### src/lrw_pkg.sv
package lrw_pkg;

  // Register port
  localparam int          REG_AW        = 8;
  localparam int          REG_DW        = 16;
  localparam logic [7:0]  ADDR_PATTERN  = 8'h00;
  localparam logic [7:0]  ADDR_CTRL_A   = 8'h04;
  localparam logic [7:0]  ADDR_CTRL_B   = 8'h08;
  localparam logic [7:0]  ADDR_COMMAND  = 8'h0c;
  localparam logic [7:0]  ADDR_STATUS   = 8'h10;

  // Field positions
  localparam int          CTRLA_PRE_LSB = 0;
  localparam int          CTRLA_PRE_W   = 4;
  localparam int          CTRLA_AUTO    = 4;
  localparam int          CTRLB_THR_LSB = 0;
  localparam int          CTRLB_THR_W   = 5;
  localparam int          CMD_TX_START  = 0;
  localparam int          CMD_UFL_CLEAR = 1;
  localparam int          ST_UNDERFLOW  = 0;
  localparam int          ST_TX_ACTIVE  = 1;
  localparam int          ST_CRC_OK     = 2;
  localparam int          ST_RX_FRAME   = 3;

  // Reset values
  localparam logic [15:0] PATTERN_RST   = 16'ha70f;
  localparam logic [3:0]  PRE_RST       = 4'h6;
  localparam logic        AUTO_RST      = 1'b1;
  localparam logic [4:0]  THR_RST       = 5'h00;
  localparam logic [15:0] CRC_INIT      = 16'h0000;

  // Framing constants
  localparam logic [15:0] CRC_POLY_REFL = 16'h8408;
  localparam logic [3:0]  SYM_IGNORE    = 4'hf;
  localparam logic [3:0]  SYM_ZERO      = 4'h0;
  localparam logic [1:0]  DELIM_LAST    = 2'h3;
  localparam logic [6:0]  FCS_BYTES     = 7'h02;
  localparam logic [3:0]  CORR_SYMS     = 4'h8;
  localparam int          CORR_SHIFT    = 3;
  localparam int          RSSI_SHIFT    = 3;

  typedef enum logic [5:0] {
    TX_IDLE  = 6'b000001,
    TX_PRE   = 6'b000010,
    TX_DELIM = 6'b000100,
    TX_LEN   = 6'b001000,
    TX_BODY  = 6'b010000,
    TX_FCS   = 6'b100000
  } lrw_tx_st_t;

  typedef enum logic [2:0] {
    RX_HUNT  = 3'b001,
    RX_LEN   = 3'b010,
    RX_BODY  = 3'b100
  } lrw_rx_st_t;

  // One byte of CRC-16, bits taken least significant first
  function automatic logic [15:0] lrw_crc_byte(input logic [15:0] c, input logic [7:0] d);
    logic [15:0] r;
    logic        fb;
    r = c;
    for (int i = 0; i < 8; i++)
    begin
      fb = r[0] ^ d[i];
      r  = r >> 1;
      if (fb)
        r = r ^ CRC_POLY_REFL;
    end
    return r;
  endfunction

  // Window match; low-order symbols of 0xf are skipped until the first other symbol
  function automatic logic lrw_delim_match(input logic [15:0] win, input logic [15:0] pat);
    logic skip;
    logic ok;
    skip = 1'b1;
    ok   = 1'b1;
    for (int i = 0; i < 4; i++)
    begin
      if (pat[4*i +: 4] != SYM_IGNORE)
        skip = 1'b0;
      if (!skip && (win[4*i +: 4] != pat[4*i +: 4]))
        ok = 1'b0;
    end
    return ok;
  endfunction

endpackage

### src/lrw_crc16.sv
`timescale 1ns/1ps
module lrw_crc16
  import lrw_pkg::*;
(
  // Clock and reset
  input  wire logic        clk_sys,
  input  wire logic        srst,
  // Byte input
  input  wire logic        crc_clr,
  input  wire logic        crc_en,
  input  wire logic [7:0]  crc_data,
  // Running remainder
  output logic      [15:0] crc_q
);

  typedef struct packed {
    logic [15:0] crc;
  } lrw_crc_state_t;

  lrw_crc_state_t s_ff;
  lrw_crc_state_t nxt_s;

  always_comb
  begin
    nxt_s = s_ff;
    if (crc_clr)
      nxt_s.crc = CRC_INIT;
    else if (crc_en)
      nxt_s.crc = lrw_crc_byte(s_ff.crc, crc_data);
  end

  always_ff @(posedge clk_sys)
  begin
    if (srst)
      s_ff <= '{crc: CRC_INIT};
    else
      s_ff <= nxt_s;
  end

  assign crc_q = s_ff.crc;

endmodule // lrw_crc16

### src/lrw_frame_formatter.sv
// Summary of operation
// - Default header sends eight zero symbols then delimiter byte 0xA7.
// - Preamble and delimiter always go out before the length byte.
// - Preamble length setting changes only transmitted zero symbols, not reception.
// - Pattern is 16 bits; preamble counter defaults to six symbols.
// - Receive search skips low-order 0xF symbols, matches all others exactly.
// - Default pattern 0xA70F needs one extra zero symbol before the delimiter.
// - Bytes after the delimiter go to the receive buffer; delimiter never.
// - Delimiter search runs on every received symbol whenever no frame is open.
// - Length is seven bits, maximum 127; top bit reserved and ignored.
// - Length counts every MPDU byte including check bytes, not itself.
// - Length bounds both directions; transmit stops on buffer underflow.
// - CRC-16 x^16+x^12+x^5+1 over MPDU bytes only.
// - Auto-check bit enables hardware generation of the check bytes; the receive CRC check sets status whether or not it is set.
// - Transmit appends check bytes from a 16-bit register, not the buffer.
// - Receive drops first check byte and stores signal strength instead.
// - Final stored byte bits 6:0 hold average correlation of first eight symbols.
// - Final stored byte bit 7 is one when CRC passed, else zero.
// - Signal strength stored is averaged over the received frame.
`timescale 1ns/1ps
module lrw_frame_formatter
  import lrw_pkg::*;
(
  // Clock and reset
  input  wire logic              clk_sys,
  input  wire logic              srst,
  // Register port
  input  wire logic [REG_AW-1:0] reg_addr,
  input  wire logic [REG_DW-1:0] reg_wdata,
  input  wire logic              reg_wr,
  input  wire logic              reg_rd,
  output logic      [REG_DW-1:0] reg_rdata,
  // Transmit buffer
  input  wire logic              txb_avail,
  input  wire logic [7:0]        txb_data,
  output logic                   txb_pop,
  // Transmit symbols to modem
  output logic      [3:0]        tx_sym,
  output logic                   tx_sym_valid,
  input  wire logic              tx_sym_ready,
  // Receive symbols from modem
  input  wire logic [3:0]        rx_sym,
  input  wire logic              rx_sym_valid,
  input  wire logic [6:0]        rx_corr,
  input  wire logic [7:0]        rssi_level,
  // Receive buffer
  output logic      [7:0]        rxb_data,
  output logic                   rxb_wr,
  // Modem configuration and status
  output logic      [4:0]        correlation_threshold,
  output logic                   tx_active,
  output logic                   rx_in_frame
);

  typedef struct packed {
    logic [15:0]       delimiter_pattern;
    logic [3:0]        pre_len;
    logic              auto_check_enable;
    logic [4:0]        correlation_threshold;
    logic [15:0]       rdata;
    lrw_tx_st_t        tx_st;
    logic [3:0]        tx_cnt;
    logic              tx_hi;
    logic [7:0]        tx_byte;
    logic [6:0]        tx_rem;
    logic [3:0]        tx_sym;
    logic              tx_vld;
    logic              txb_pop;
    logic              tx_underflow;
    lrw_rx_st_t        rx_st;
    logic [15:0]       rx_win;
    logic [3:0]        rx_lo;
    logic              rx_hi;
    logic [6:0]        rx_rem;
    logic [3:0]        rx_symcnt;
    logic [9:0]        corr_sum;
    logic [7:0]        rssi_avg;
    logic [7:0]        rxb_data;
    logic              rxb_wr;
    logic              crc_ok_last;
    logic              tx_act;
    logic              rx_open;
  } lrw_state_t;

  lrw_state_t  s_ff;
  lrw_state_t  nxt_s;
  logic        tx_crc_clr;
  logic        tx_crc_en;
  logic [15:0] tx_crc_q;
  logic        rx_crc_clr;
  logic        rx_crc_en;
  logic [7:0]  rx_crc_d;
  logic [15:0] rx_crc_q;

  lrw_crc16 u_tx_crc (
    .clk_sys  (clk_sys),
    .srst     (srst),
    .crc_clr  (tx_crc_clr),
    .crc_en   (tx_crc_en),
    .crc_data (nxt_s.tx_byte),
    .crc_q    (tx_crc_q)
  );

  lrw_crc16 u_rx_crc (
    .clk_sys  (clk_sys),
    .srst     (srst),
    .crc_clr  (rx_crc_clr),
    .crc_en   (rx_crc_en),
    .crc_data (rx_crc_d),
    .crc_q    (rx_crc_q)
  );

  always_comb
  begin
    logic              adv;
    logic [7:0]        b;
    logic [15:0]       win;
    logic signed [8:0] diff;
    logic              ok;
    adv        = ~s_ff.tx_vld | tx_sym_ready;
    b          = 8'h00;
    win        = {rx_sym, s_ff.rx_win[15:4]};
    diff       = $signed({1'b0, rssi_level}) - $signed({1'b0, s_ff.rssi_avg});
    ok         = 1'b0;
    nxt_s      = s_ff;
    tx_crc_clr = 1'b0;
    tx_crc_en  = 1'b0;
    rx_crc_clr = 1'b0;
    rx_crc_en  = 1'b0;
    rx_crc_d   = 8'h00;

    // Register port
    nxt_s.rdata   = 16'h0000;
    nxt_s.txb_pop = 1'b0;
    nxt_s.rxb_wr  = 1'b0;
    if (reg_wr)
    begin
      unique case (reg_addr)
        ADDR_PATTERN: nxt_s.delimiter_pattern = reg_wdata;
        ADDR_CTRL_A:
        begin
          nxt_s.pre_len           = reg_wdata[CTRLA_PRE_LSB +: CTRLA_PRE_W];
          nxt_s.auto_check_enable = reg_wdata[CTRLA_AUTO];
        end
        ADDR_CTRL_B:  nxt_s.correlation_threshold = reg_wdata[CTRLB_THR_LSB +: CTRLB_THR_W];
        ADDR_COMMAND:
        begin
          if (reg_wdata[CMD_UFL_CLEAR])
            nxt_s.tx_underflow = 1'b0;
        end
        default: ;
      endcase
    end
    if (reg_rd)
    begin
      unique case (reg_addr)
        ADDR_PATTERN: nxt_s.rdata = s_ff.delimiter_pattern;
        ADDR_CTRL_A:  nxt_s.rdata = 16'({s_ff.auto_check_enable, s_ff.pre_len});
        ADDR_CTRL_B:  nxt_s.rdata = 16'(s_ff.correlation_threshold);
        ADDR_STATUS:
        begin
          nxt_s.rdata[ST_UNDERFLOW] = s_ff.tx_underflow;
          nxt_s.rdata[ST_TX_ACTIVE] = (s_ff.tx_st != TX_IDLE);
          nxt_s.rdata[ST_CRC_OK]    = s_ff.crc_ok_last;
          nxt_s.rdata[ST_RX_FRAME]  = (s_ff.rx_st != RX_HUNT);
        end
        default: nxt_s.rdata = 16'h0000;
      endcase
    end

    // Transmit sequencer
    if (adv)
      nxt_s.tx_vld = 1'b0;
    unique case (s_ff.tx_st)
      TX_IDLE:
      begin
        if (reg_wr && (reg_addr == ADDR_COMMAND) && reg_wdata[CMD_TX_START])
        begin
          nxt_s.tx_st  = TX_PRE;
          nxt_s.tx_cnt = 4'h0;
          nxt_s.tx_hi  = 1'b0;
          tx_crc_clr   = 1'b1;
        end
      end
      TX_PRE:
      begin
        if (adv)
        begin
          if (s_ff.tx_cnt < s_ff.pre_len)
          begin
            nxt_s.tx_sym = SYM_ZERO;
            nxt_s.tx_vld = 1'b1;
            nxt_s.tx_cnt = s_ff.tx_cnt + 4'h1;
          end
          else
          begin
            nxt_s.tx_st  = TX_DELIM;
            nxt_s.tx_cnt = 4'h0;
          end
        end
      end
      TX_DELIM:
      begin
        if (adv)
        begin
          b            = {4'h0, s_ff.delimiter_pattern[4*s_ff.tx_cnt[1:0] +: 4]};
          nxt_s.tx_sym = (b[3:0] == SYM_IGNORE) ? SYM_ZERO : b[3:0];
          nxt_s.tx_vld = 1'b1;
          nxt_s.tx_cnt = s_ff.tx_cnt + 4'h1;
          if (s_ff.tx_cnt[1:0] == DELIM_LAST)
            nxt_s.tx_st = TX_LEN;
        end
      end
      TX_LEN, TX_BODY, TX_FCS:
      begin
        if (adv && !s_ff.tx_hi)
        begin
          if ((s_ff.tx_st != TX_FCS) && !txb_avail)
          begin
            nxt_s.tx_underflow = 1'b1;
            nxt_s.tx_st        = TX_IDLE;
          end
          else
          begin
            if (s_ff.tx_st == TX_FCS)
              b = (s_ff.tx_rem == FCS_BYTES) ? tx_crc_q[7:0] : tx_crc_q[15:8];
            else
              b = txb_data;
            if (s_ff.tx_st == TX_LEN)
              nxt_s.tx_rem = b[6:0];
            else
              nxt_s.tx_rem = s_ff.tx_rem - 7'h01;
            nxt_s.txb_pop = (s_ff.tx_st != TX_FCS);
            tx_crc_en     = (s_ff.tx_st == TX_BODY);
            nxt_s.tx_byte = b;
            nxt_s.tx_sym  = b[3:0];
            nxt_s.tx_vld  = 1'b1;
            nxt_s.tx_hi   = 1'b1;
          end
        end
        else if (adv)
        begin
          nxt_s.tx_sym = s_ff.tx_byte[7:4];
          nxt_s.tx_vld = 1'b1;
          nxt_s.tx_hi  = 1'b0;
          if (s_ff.tx_rem == 7'h00)
            nxt_s.tx_st = TX_IDLE;
          else if (s_ff.auto_check_enable && (s_ff.tx_rem <= FCS_BYTES))
            nxt_s.tx_st = TX_FCS;
          else
            nxt_s.tx_st = TX_BODY;
        end
      end
    endcase

    // Receive framer
    if (rx_sym_valid)
    begin
      nxt_s.rx_win = win;
      unique case (s_ff.rx_st)
        RX_HUNT:
        begin
          if (lrw_delim_match(win, s_ff.delimiter_pattern))
          begin
            nxt_s.rx_st     = RX_LEN;
            nxt_s.rx_hi     = 1'b0;
            nxt_s.rx_symcnt = 4'h0;
            nxt_s.corr_sum  = 10'h000;
            nxt_s.rssi_avg  = rssi_level;
            rx_crc_clr      = 1'b1;
          end
        end
        RX_LEN, RX_BODY:
        begin
          if (s_ff.rx_symcnt < CORR_SYMS)
          begin
            nxt_s.corr_sum  = s_ff.corr_sum + 10'(rx_corr);
            nxt_s.rx_symcnt = s_ff.rx_symcnt + 4'h1;
          end
          if (!s_ff.rx_hi)
          begin
            nxt_s.rx_lo = rx_sym;
            nxt_s.rx_hi = 1'b1;
          end
          else
          begin
            b              = {rx_sym, s_ff.rx_lo};
            nxt_s.rx_hi    = 1'b0;
            nxt_s.rssi_avg = s_ff.rssi_avg + 8'(diff >>> RSSI_SHIFT);
            nxt_s.rxb_wr   = 1'b1;
            nxt_s.rxb_data = b;
            if (s_ff.rx_st == RX_LEN)
            begin
              nxt_s.rx_rem = b[6:0];
              nxt_s.rx_st  = (b[6:0] == 7'h00) ? RX_HUNT : RX_BODY;
            end
            else
            begin
              rx_crc_en    = 1'b1;
              rx_crc_d     = b;
              ok           = (lrw_crc_byte(rx_crc_q, b) == CRC_INIT);
              nxt_s.rx_rem = s_ff.rx_rem - 7'h01;
              if (s_ff.auto_check_enable && (s_ff.rx_rem <= FCS_BYTES))
              begin
                if (s_ff.rx_rem == FCS_BYTES)
                  nxt_s.rxb_data = s_ff.rssi_avg;
                else
                  nxt_s.rxb_data = {ok, s_ff.corr_sum[CORR_SHIFT +: 7]};
              end
              if (s_ff.rx_rem == 7'h01)
              begin
                nxt_s.rx_st       = RX_HUNT;
                nxt_s.crc_ok_last = ok;
              end
            end
          end
        end
      endcase
    end

    // Status levels registered so the pins come straight from flops
    nxt_s.tx_act  = (nxt_s.tx_st != TX_IDLE);
    nxt_s.rx_open = (nxt_s.rx_st != RX_HUNT);
  end

  always_ff @(posedge clk_sys)
  begin
    if (srst)
    begin
      s_ff                   <= '0;
      s_ff.delimiter_pattern <= PATTERN_RST;
      s_ff.pre_len           <= PRE_RST;
      s_ff.auto_check_enable <= AUTO_RST;
      s_ff.correlation_threshold <= THR_RST;
      s_ff.tx_st             <= TX_IDLE;
      s_ff.rx_st             <= RX_HUNT;
    end
    else
      s_ff <= nxt_s;
  end

  assign reg_rdata             = s_ff.rdata;
  assign txb_pop               = s_ff.txb_pop;
  assign tx_sym                = s_ff.tx_sym;
  assign tx_sym_valid          = s_ff.tx_vld;
  assign rxb_data              = s_ff.rxb_data;
  assign rxb_wr                = s_ff.rxb_wr;
  assign correlation_threshold = s_ff.correlation_threshold;
  assign tx_active             = s_ff.tx_act;
  assign rx_in_frame           = s_ff.rx_open;

  a_pattern_reset: assert property (@(posedge clk_sys) disable iff (srst)
    $fell(srst) |-> (s_ff.delimiter_pattern == PATTERN_RST) && (s_ff.pre_len == PRE_RST))
    else $error("pattern or preamble length not at default after reset");

  a_header_first: assert property (@(posedge clk_sys) disable iff (srst)
    $rose(s_ff.tx_st == TX_LEN) |-> $past(s_ff.tx_st) == TX_DELIM)
    else $error("length byte started without delimiter");

  a_preamble_count: assert property (@(posedge clk_sys) disable iff (srst)
    $rose(s_ff.tx_st == TX_DELIM) |-> $past(s_ff.tx_cnt) == $past(s_ff.pre_len))
    else $error("preamble symbol count differs from setting");

  a_delim_four: assert property (@(posedge clk_sys) disable iff (srst)
    $rose(s_ff.tx_st == TX_LEN) |-> s_ff.tx_cnt == 4'h4)
    else $error("delimiter not four symbols");

  a_sync_match: assert property (@(posedge clk_sys) disable iff (srst)
    $rose(s_ff.rx_st == RX_LEN) |-> lrw_delim_match(s_ff.rx_win, s_ff.delimiter_pattern))
    else $error("sync declared without pattern match");

  a_extra_zero: assert property (@(posedge clk_sys) disable iff (srst)
    ($rose(s_ff.rx_st == RX_LEN) && (s_ff.delimiter_pattern == PATTERN_RST)) |->
      (s_ff.rx_win[15:4] == 12'ha70))
    else $error("default sync without extra zero symbol");

  a_no_delim_store: assert property (@(posedge clk_sys) disable iff (srst)
    $rose(s_ff.rx_st == RX_LEN) |-> !s_ff.rxb_wr ##1 !s_ff.rxb_wr)
    else $error("delimiter written to receive buffer");

  a_underflow_stop: assert property (@(posedge clk_sys) disable iff (srst)
    $rose(s_ff.tx_underflow) |-> (s_ff.tx_st == TX_IDLE) && !s_ff.txb_pop)
    else $error("transmit continued after underflow");

  a_crc_flag: assert property (@(posedge clk_sys) disable iff (srst)
    ($fell(s_ff.rx_st == RX_BODY) && s_ff.auto_check_enable && s_ff.rxb_wr && $past(s_ff.rx_rem) == 7'h01) |->
      s_ff.rxb_data[7] == s_ff.crc_ok_last)
    else $error("final byte flag differs from check result");

endmodule // lrw_frame_formatter

### config.mk
export PLATFORM = sky130hd
export DESIGN_NAME = lrw_frame_formatter
export DESIGN_NICKNAME = d
export VERILOG_FILES = /design/src/lrw_pkg.sv /design/src/lrw_crc16.sv /design/src/lrw_frame_formatter.sv
export SDC_FILE = /design/constraint.sdc
export NUM_CORES = 1
export LEC_CHECK = 0
export BUFFER_PORTS_ARGS = -buffer_cell sky130_fd_sc_hd__buf_2
export CAP_MARGIN = 10
export CORE_MARGIN = 4
export CORE_UTILIZATION = 54
export DETAILED_ROUTE_END_ITERATION = 8
export PLACE_DENSITY = 0.86
export SYNTH_ARGS = -nofsm -noshare
export SYNTH_HDL_FRONTEND = slang
export SYNTH_SLANG_ARGS = --single-unit
### constraint.sdc
create_clock -name clk_sys -period 3.2 [get_ports clk_sys]
set_input_delay 0.32 -clock clk_sys [delete_from_list [all_inputs] [get_ports clk_sys]]
set_output_delay 0.32 -clock clk_sys [all_outputs]
set_load 0.05 [all_outputs]
==> results.cfg <==
[cts]
cts_num_sinks = 168
cts.clk_slew.worst_paths_ps = 70
clockBufferDepth = 2
cts_setup_buffers = 0
cts_buffers = 17
clkLatencyLatePin_ps = 430
ctsHoldBuffers = 0
root_buffer = clkbuf_16
cts_tree = yes
htreeDepth = 4

[route]
vias = 8504
drc = 0
avgRoutedWirePerCell_um = 16.8
ant_nets = 0
via_per_inst = 6.00
first_pass_iters = 5
drt-total-wl_um = 23800
dr.first_iter.drc_count = 693

[finish]
area_delta_synth_final_pct = 11.9
drive_gt1_share_pct = 16.3
n_antenna_cell = 0
fillers = 1410
fin_nets = 1277
fin_cells = 1417
ff_latch_area_um2 = 3360
multiInputGateArea_um2 = 5420

[synthesis]
synth_most_common_cell = dfxtp_1
ys_seq_elements = 168
synthTopCellsByArea = dfxtp_1, a21oi_1, nor2_1
synth_ff_type = dfxtp_1
yosys_warnings = 0
synth_top_cell_area_share_pct = 36.0
synth-edff-count = 0
synth_area_um2 = 9340
ys_types = 67
synth_cells = 1138
yosys.area.top_type = dfxtp_1
synth_fp_nets = 1231
synthTopCellsByCount = dfxtp_1, nor2_1, nand2_1
syn_area_per_cell_um2 = 8.21
yosysSeqAreaShare_pct = 36.0
async_flop_share_pct = 0

[floorplanning]
ioPinCount = 96
die_w_um = 140
die_h_um = 140
core-area_um2 = 16800
row_count = 47
die-area_um2 = 19500
start_util_pct = 55.7

[worst_setup_path]
cpPeakStageDelay_ps = 350
r2r_end = s_ff[19]$_SDFFE_PP0P_
critPathLaunchType = register
r2r_start = s_ff[14]$_SDFFE_PP0P_
critPathTopFamily = compound AO/OA/AOI/OAI gates
path_cells = inv_1, ha_4, a21oi_2, o21ai_2, a21oi_2, a21oi_2, buf_4, o22ai_1, ha_1, o21a_1, nor2_1, a21oi_1, xnor2_1, xnor2_1, o2bb2ai_1, a211oi_2
worstPathRequired_ps = 3480
cp.arrival_ps = 3260
crit_start = s_ff[14]$_SDFFE_PP0P_
crit_cells = 16
worst_path_max_delay_cell = ha_1
crit_end = s_ff[19]$_SDFFE_PP0P_
r2r_cells = 16
r2r_slack_ps = 220
path_buf_inv = 2
crit_path_frequent_cell = a21oi_2
cp-end-kind = register
crit_fanout = 4
timing.setup.critical_path_class = register to register

[timing]
min_period_ps = 2980
timing.fmax_mhz = 335
holdWs_ps = 116
finalHoldViolCount = 0
period_share_pct = 93.2
fin_skew_ps = 13.0
maxSlewHeadroom_pct = 47.3
drv_slew = 0
finalSetupViolations = 0
worst_slew_pin_slew_ps = 788

[place]
dp_hpwl_um = 16700
port_buffers = 95
dp_cells = 1385
globalplace.congestion = 0.875

[global_route]
grt_overflow = 0
grt_antenna_before_repair = 0
grt_max_degree = 65
grt_pass1_wl_um = 39000
track_usage_pct = 23.8
grt_pass1_vias = 7999

[power]
vdd_drop_max_mv = 0.367
leakage_nw = 4.19
p_per_area_nw_per_um2 = 413

[flow_run]
drv_cap = 0

[worst_hold_path]
hp-class = input port to register

[run_status]
status = finished clean
## how the worst min path moves through the flow
stage,end,depth (start not counted),startpoint
2_1_floorplan,rxb_data[0]$_SDFFE_PP0P_,2,rxb_data[0]$_SDFFE_PP0P_
3_3_place_gp,rxb_data[2]$_SDFFE_PP0P_,2,rxb_data[2]$_SDFFE_PP0P_
3_5_place_dp,rxb_data[3]$_SDFFE_PP0P_,2,rxb_data[3]$_SDFFE_PP0P_
4_1_cts,s_ff[137]$_SDFFE_PP1P_,3,reg_wdata[13]
5_1_grt,s_ff[137]$_SDFFE_PP1P_,3,reg_wdata[13]
6_report,s_ff[137]$_SDFFE_PP1P_,3,reg_wdata[13]
## final cells by class
class,count,share of cell area [%]
clock buffers,19,4.23
clock inverters,13,1.12
inverters,28,1.00
multi-input cells,841,51.8
flip-flops and latches,168,32.2
well taps,220,2.63
repair buffers,128,7.06
## per-layer routing
layer / vias up / share of wire, % / global-route usage, %
met4: 0 / 1.8 / 7.24
met2: 381 / 48 / 39.1
met3: 50 / 7.5 / 4.84
met1: 3953 / 43 / 31.8
met5: - / 0 / 0
li1: 4120 / - / -
## cell families (layout without fill, tap and decap cells)
| kind of cell | after synthesis | after routing | synth area share (%) |
|---|---|---|---|
| AND/OR/NAND/NOR | 409 | 409 | 21.1 |
| AO/OA/AOI/OAI | 277 | 277 | 19.0 |
| flip-flops | 168 | 168 | 36.0 |
| buffers and inverters | 129 | 188 | 6.63 |
| XOR/XNOR | 84 | 84 | 8.04 |
| multiplexers | 36 | 36 | 4.45 |
| adder cells (fa/ha/maj) | 35 | 35 | 4.85 |
## state kept, by name, indices dropped and copies added, names as in the netlist
signal / count
rx_in_frame: 1
u_tx_crc.crc_q: 16
reg_rdata: 16
tx_active: 1
s_ff: 98
tx_sym: 4
u_rx_crc.crc_q: 16
txb_pop: 1
rxb_wr: 1
tx_sym_valid: 1
correlation_threshold: 5
rxb_data: 8
## metrics by stage
| stage | setup TNS, ps | total power [W] | setup WS, ps | utilization, % | cell area (um^2) |
|---|---|---|---|---|---|
| final | 0 | 0.00432 | 219 | 62.4 | 10500 |
| after global routing | -6.32 | 0.00446 | -6.32 | 62.4 | 10500 |
| after CTS | 0 | 0.00433 | 15.5 | 62.1 | 10400 |
| after detailed placement | -92.0 | 0.00238 | -92.0 | 58.8 | 9850 |
| after global placement | 0 | 0.00238 | 18.6 | 58.8 | 9850 |
| after floorplan | 0 | 0.00229 | 72.8 | - | 9340 |
## power by group
group          switching (W)  leakage [nW]  internal, W
sequential        0.00000643          1.35      0.00210
combinational       0.000142          2.57     0.000101
clock               0.000872         0.268      0.00110
## layout by cell type, fill, tap and decap left out, drive strengths merged, types with 15 or more instances in the layout
cell and instances:
dfxtp 168, nor2 129, buf 128, nand2 112, a21oi 98, xnor2 57, o21ai 49, ha 33
inv 32, nand3 29, nand4 29, mux2i 28, xor2 27, a211oi 26, nor3 22, clkbuf 19
o211ai 18, and3 18, a22oi 16, nand3b 15
## what timing repair did
action,4_1_cts,5_1_grt
gates resized for setup,1,12
endpoints found under the setup margin,1,3
hold endpoints to repair,0,0
pin swaps,3,6
## worst min-delay path, delay by kind of cell
| family | cells | cell delay [ps] |
|---|---|---|
| buffers and inverters | 1 | 80 |
| and+or+nand+nor | 2 | 110 |
No activity file was read; power rests on OpenSTA's default activity.
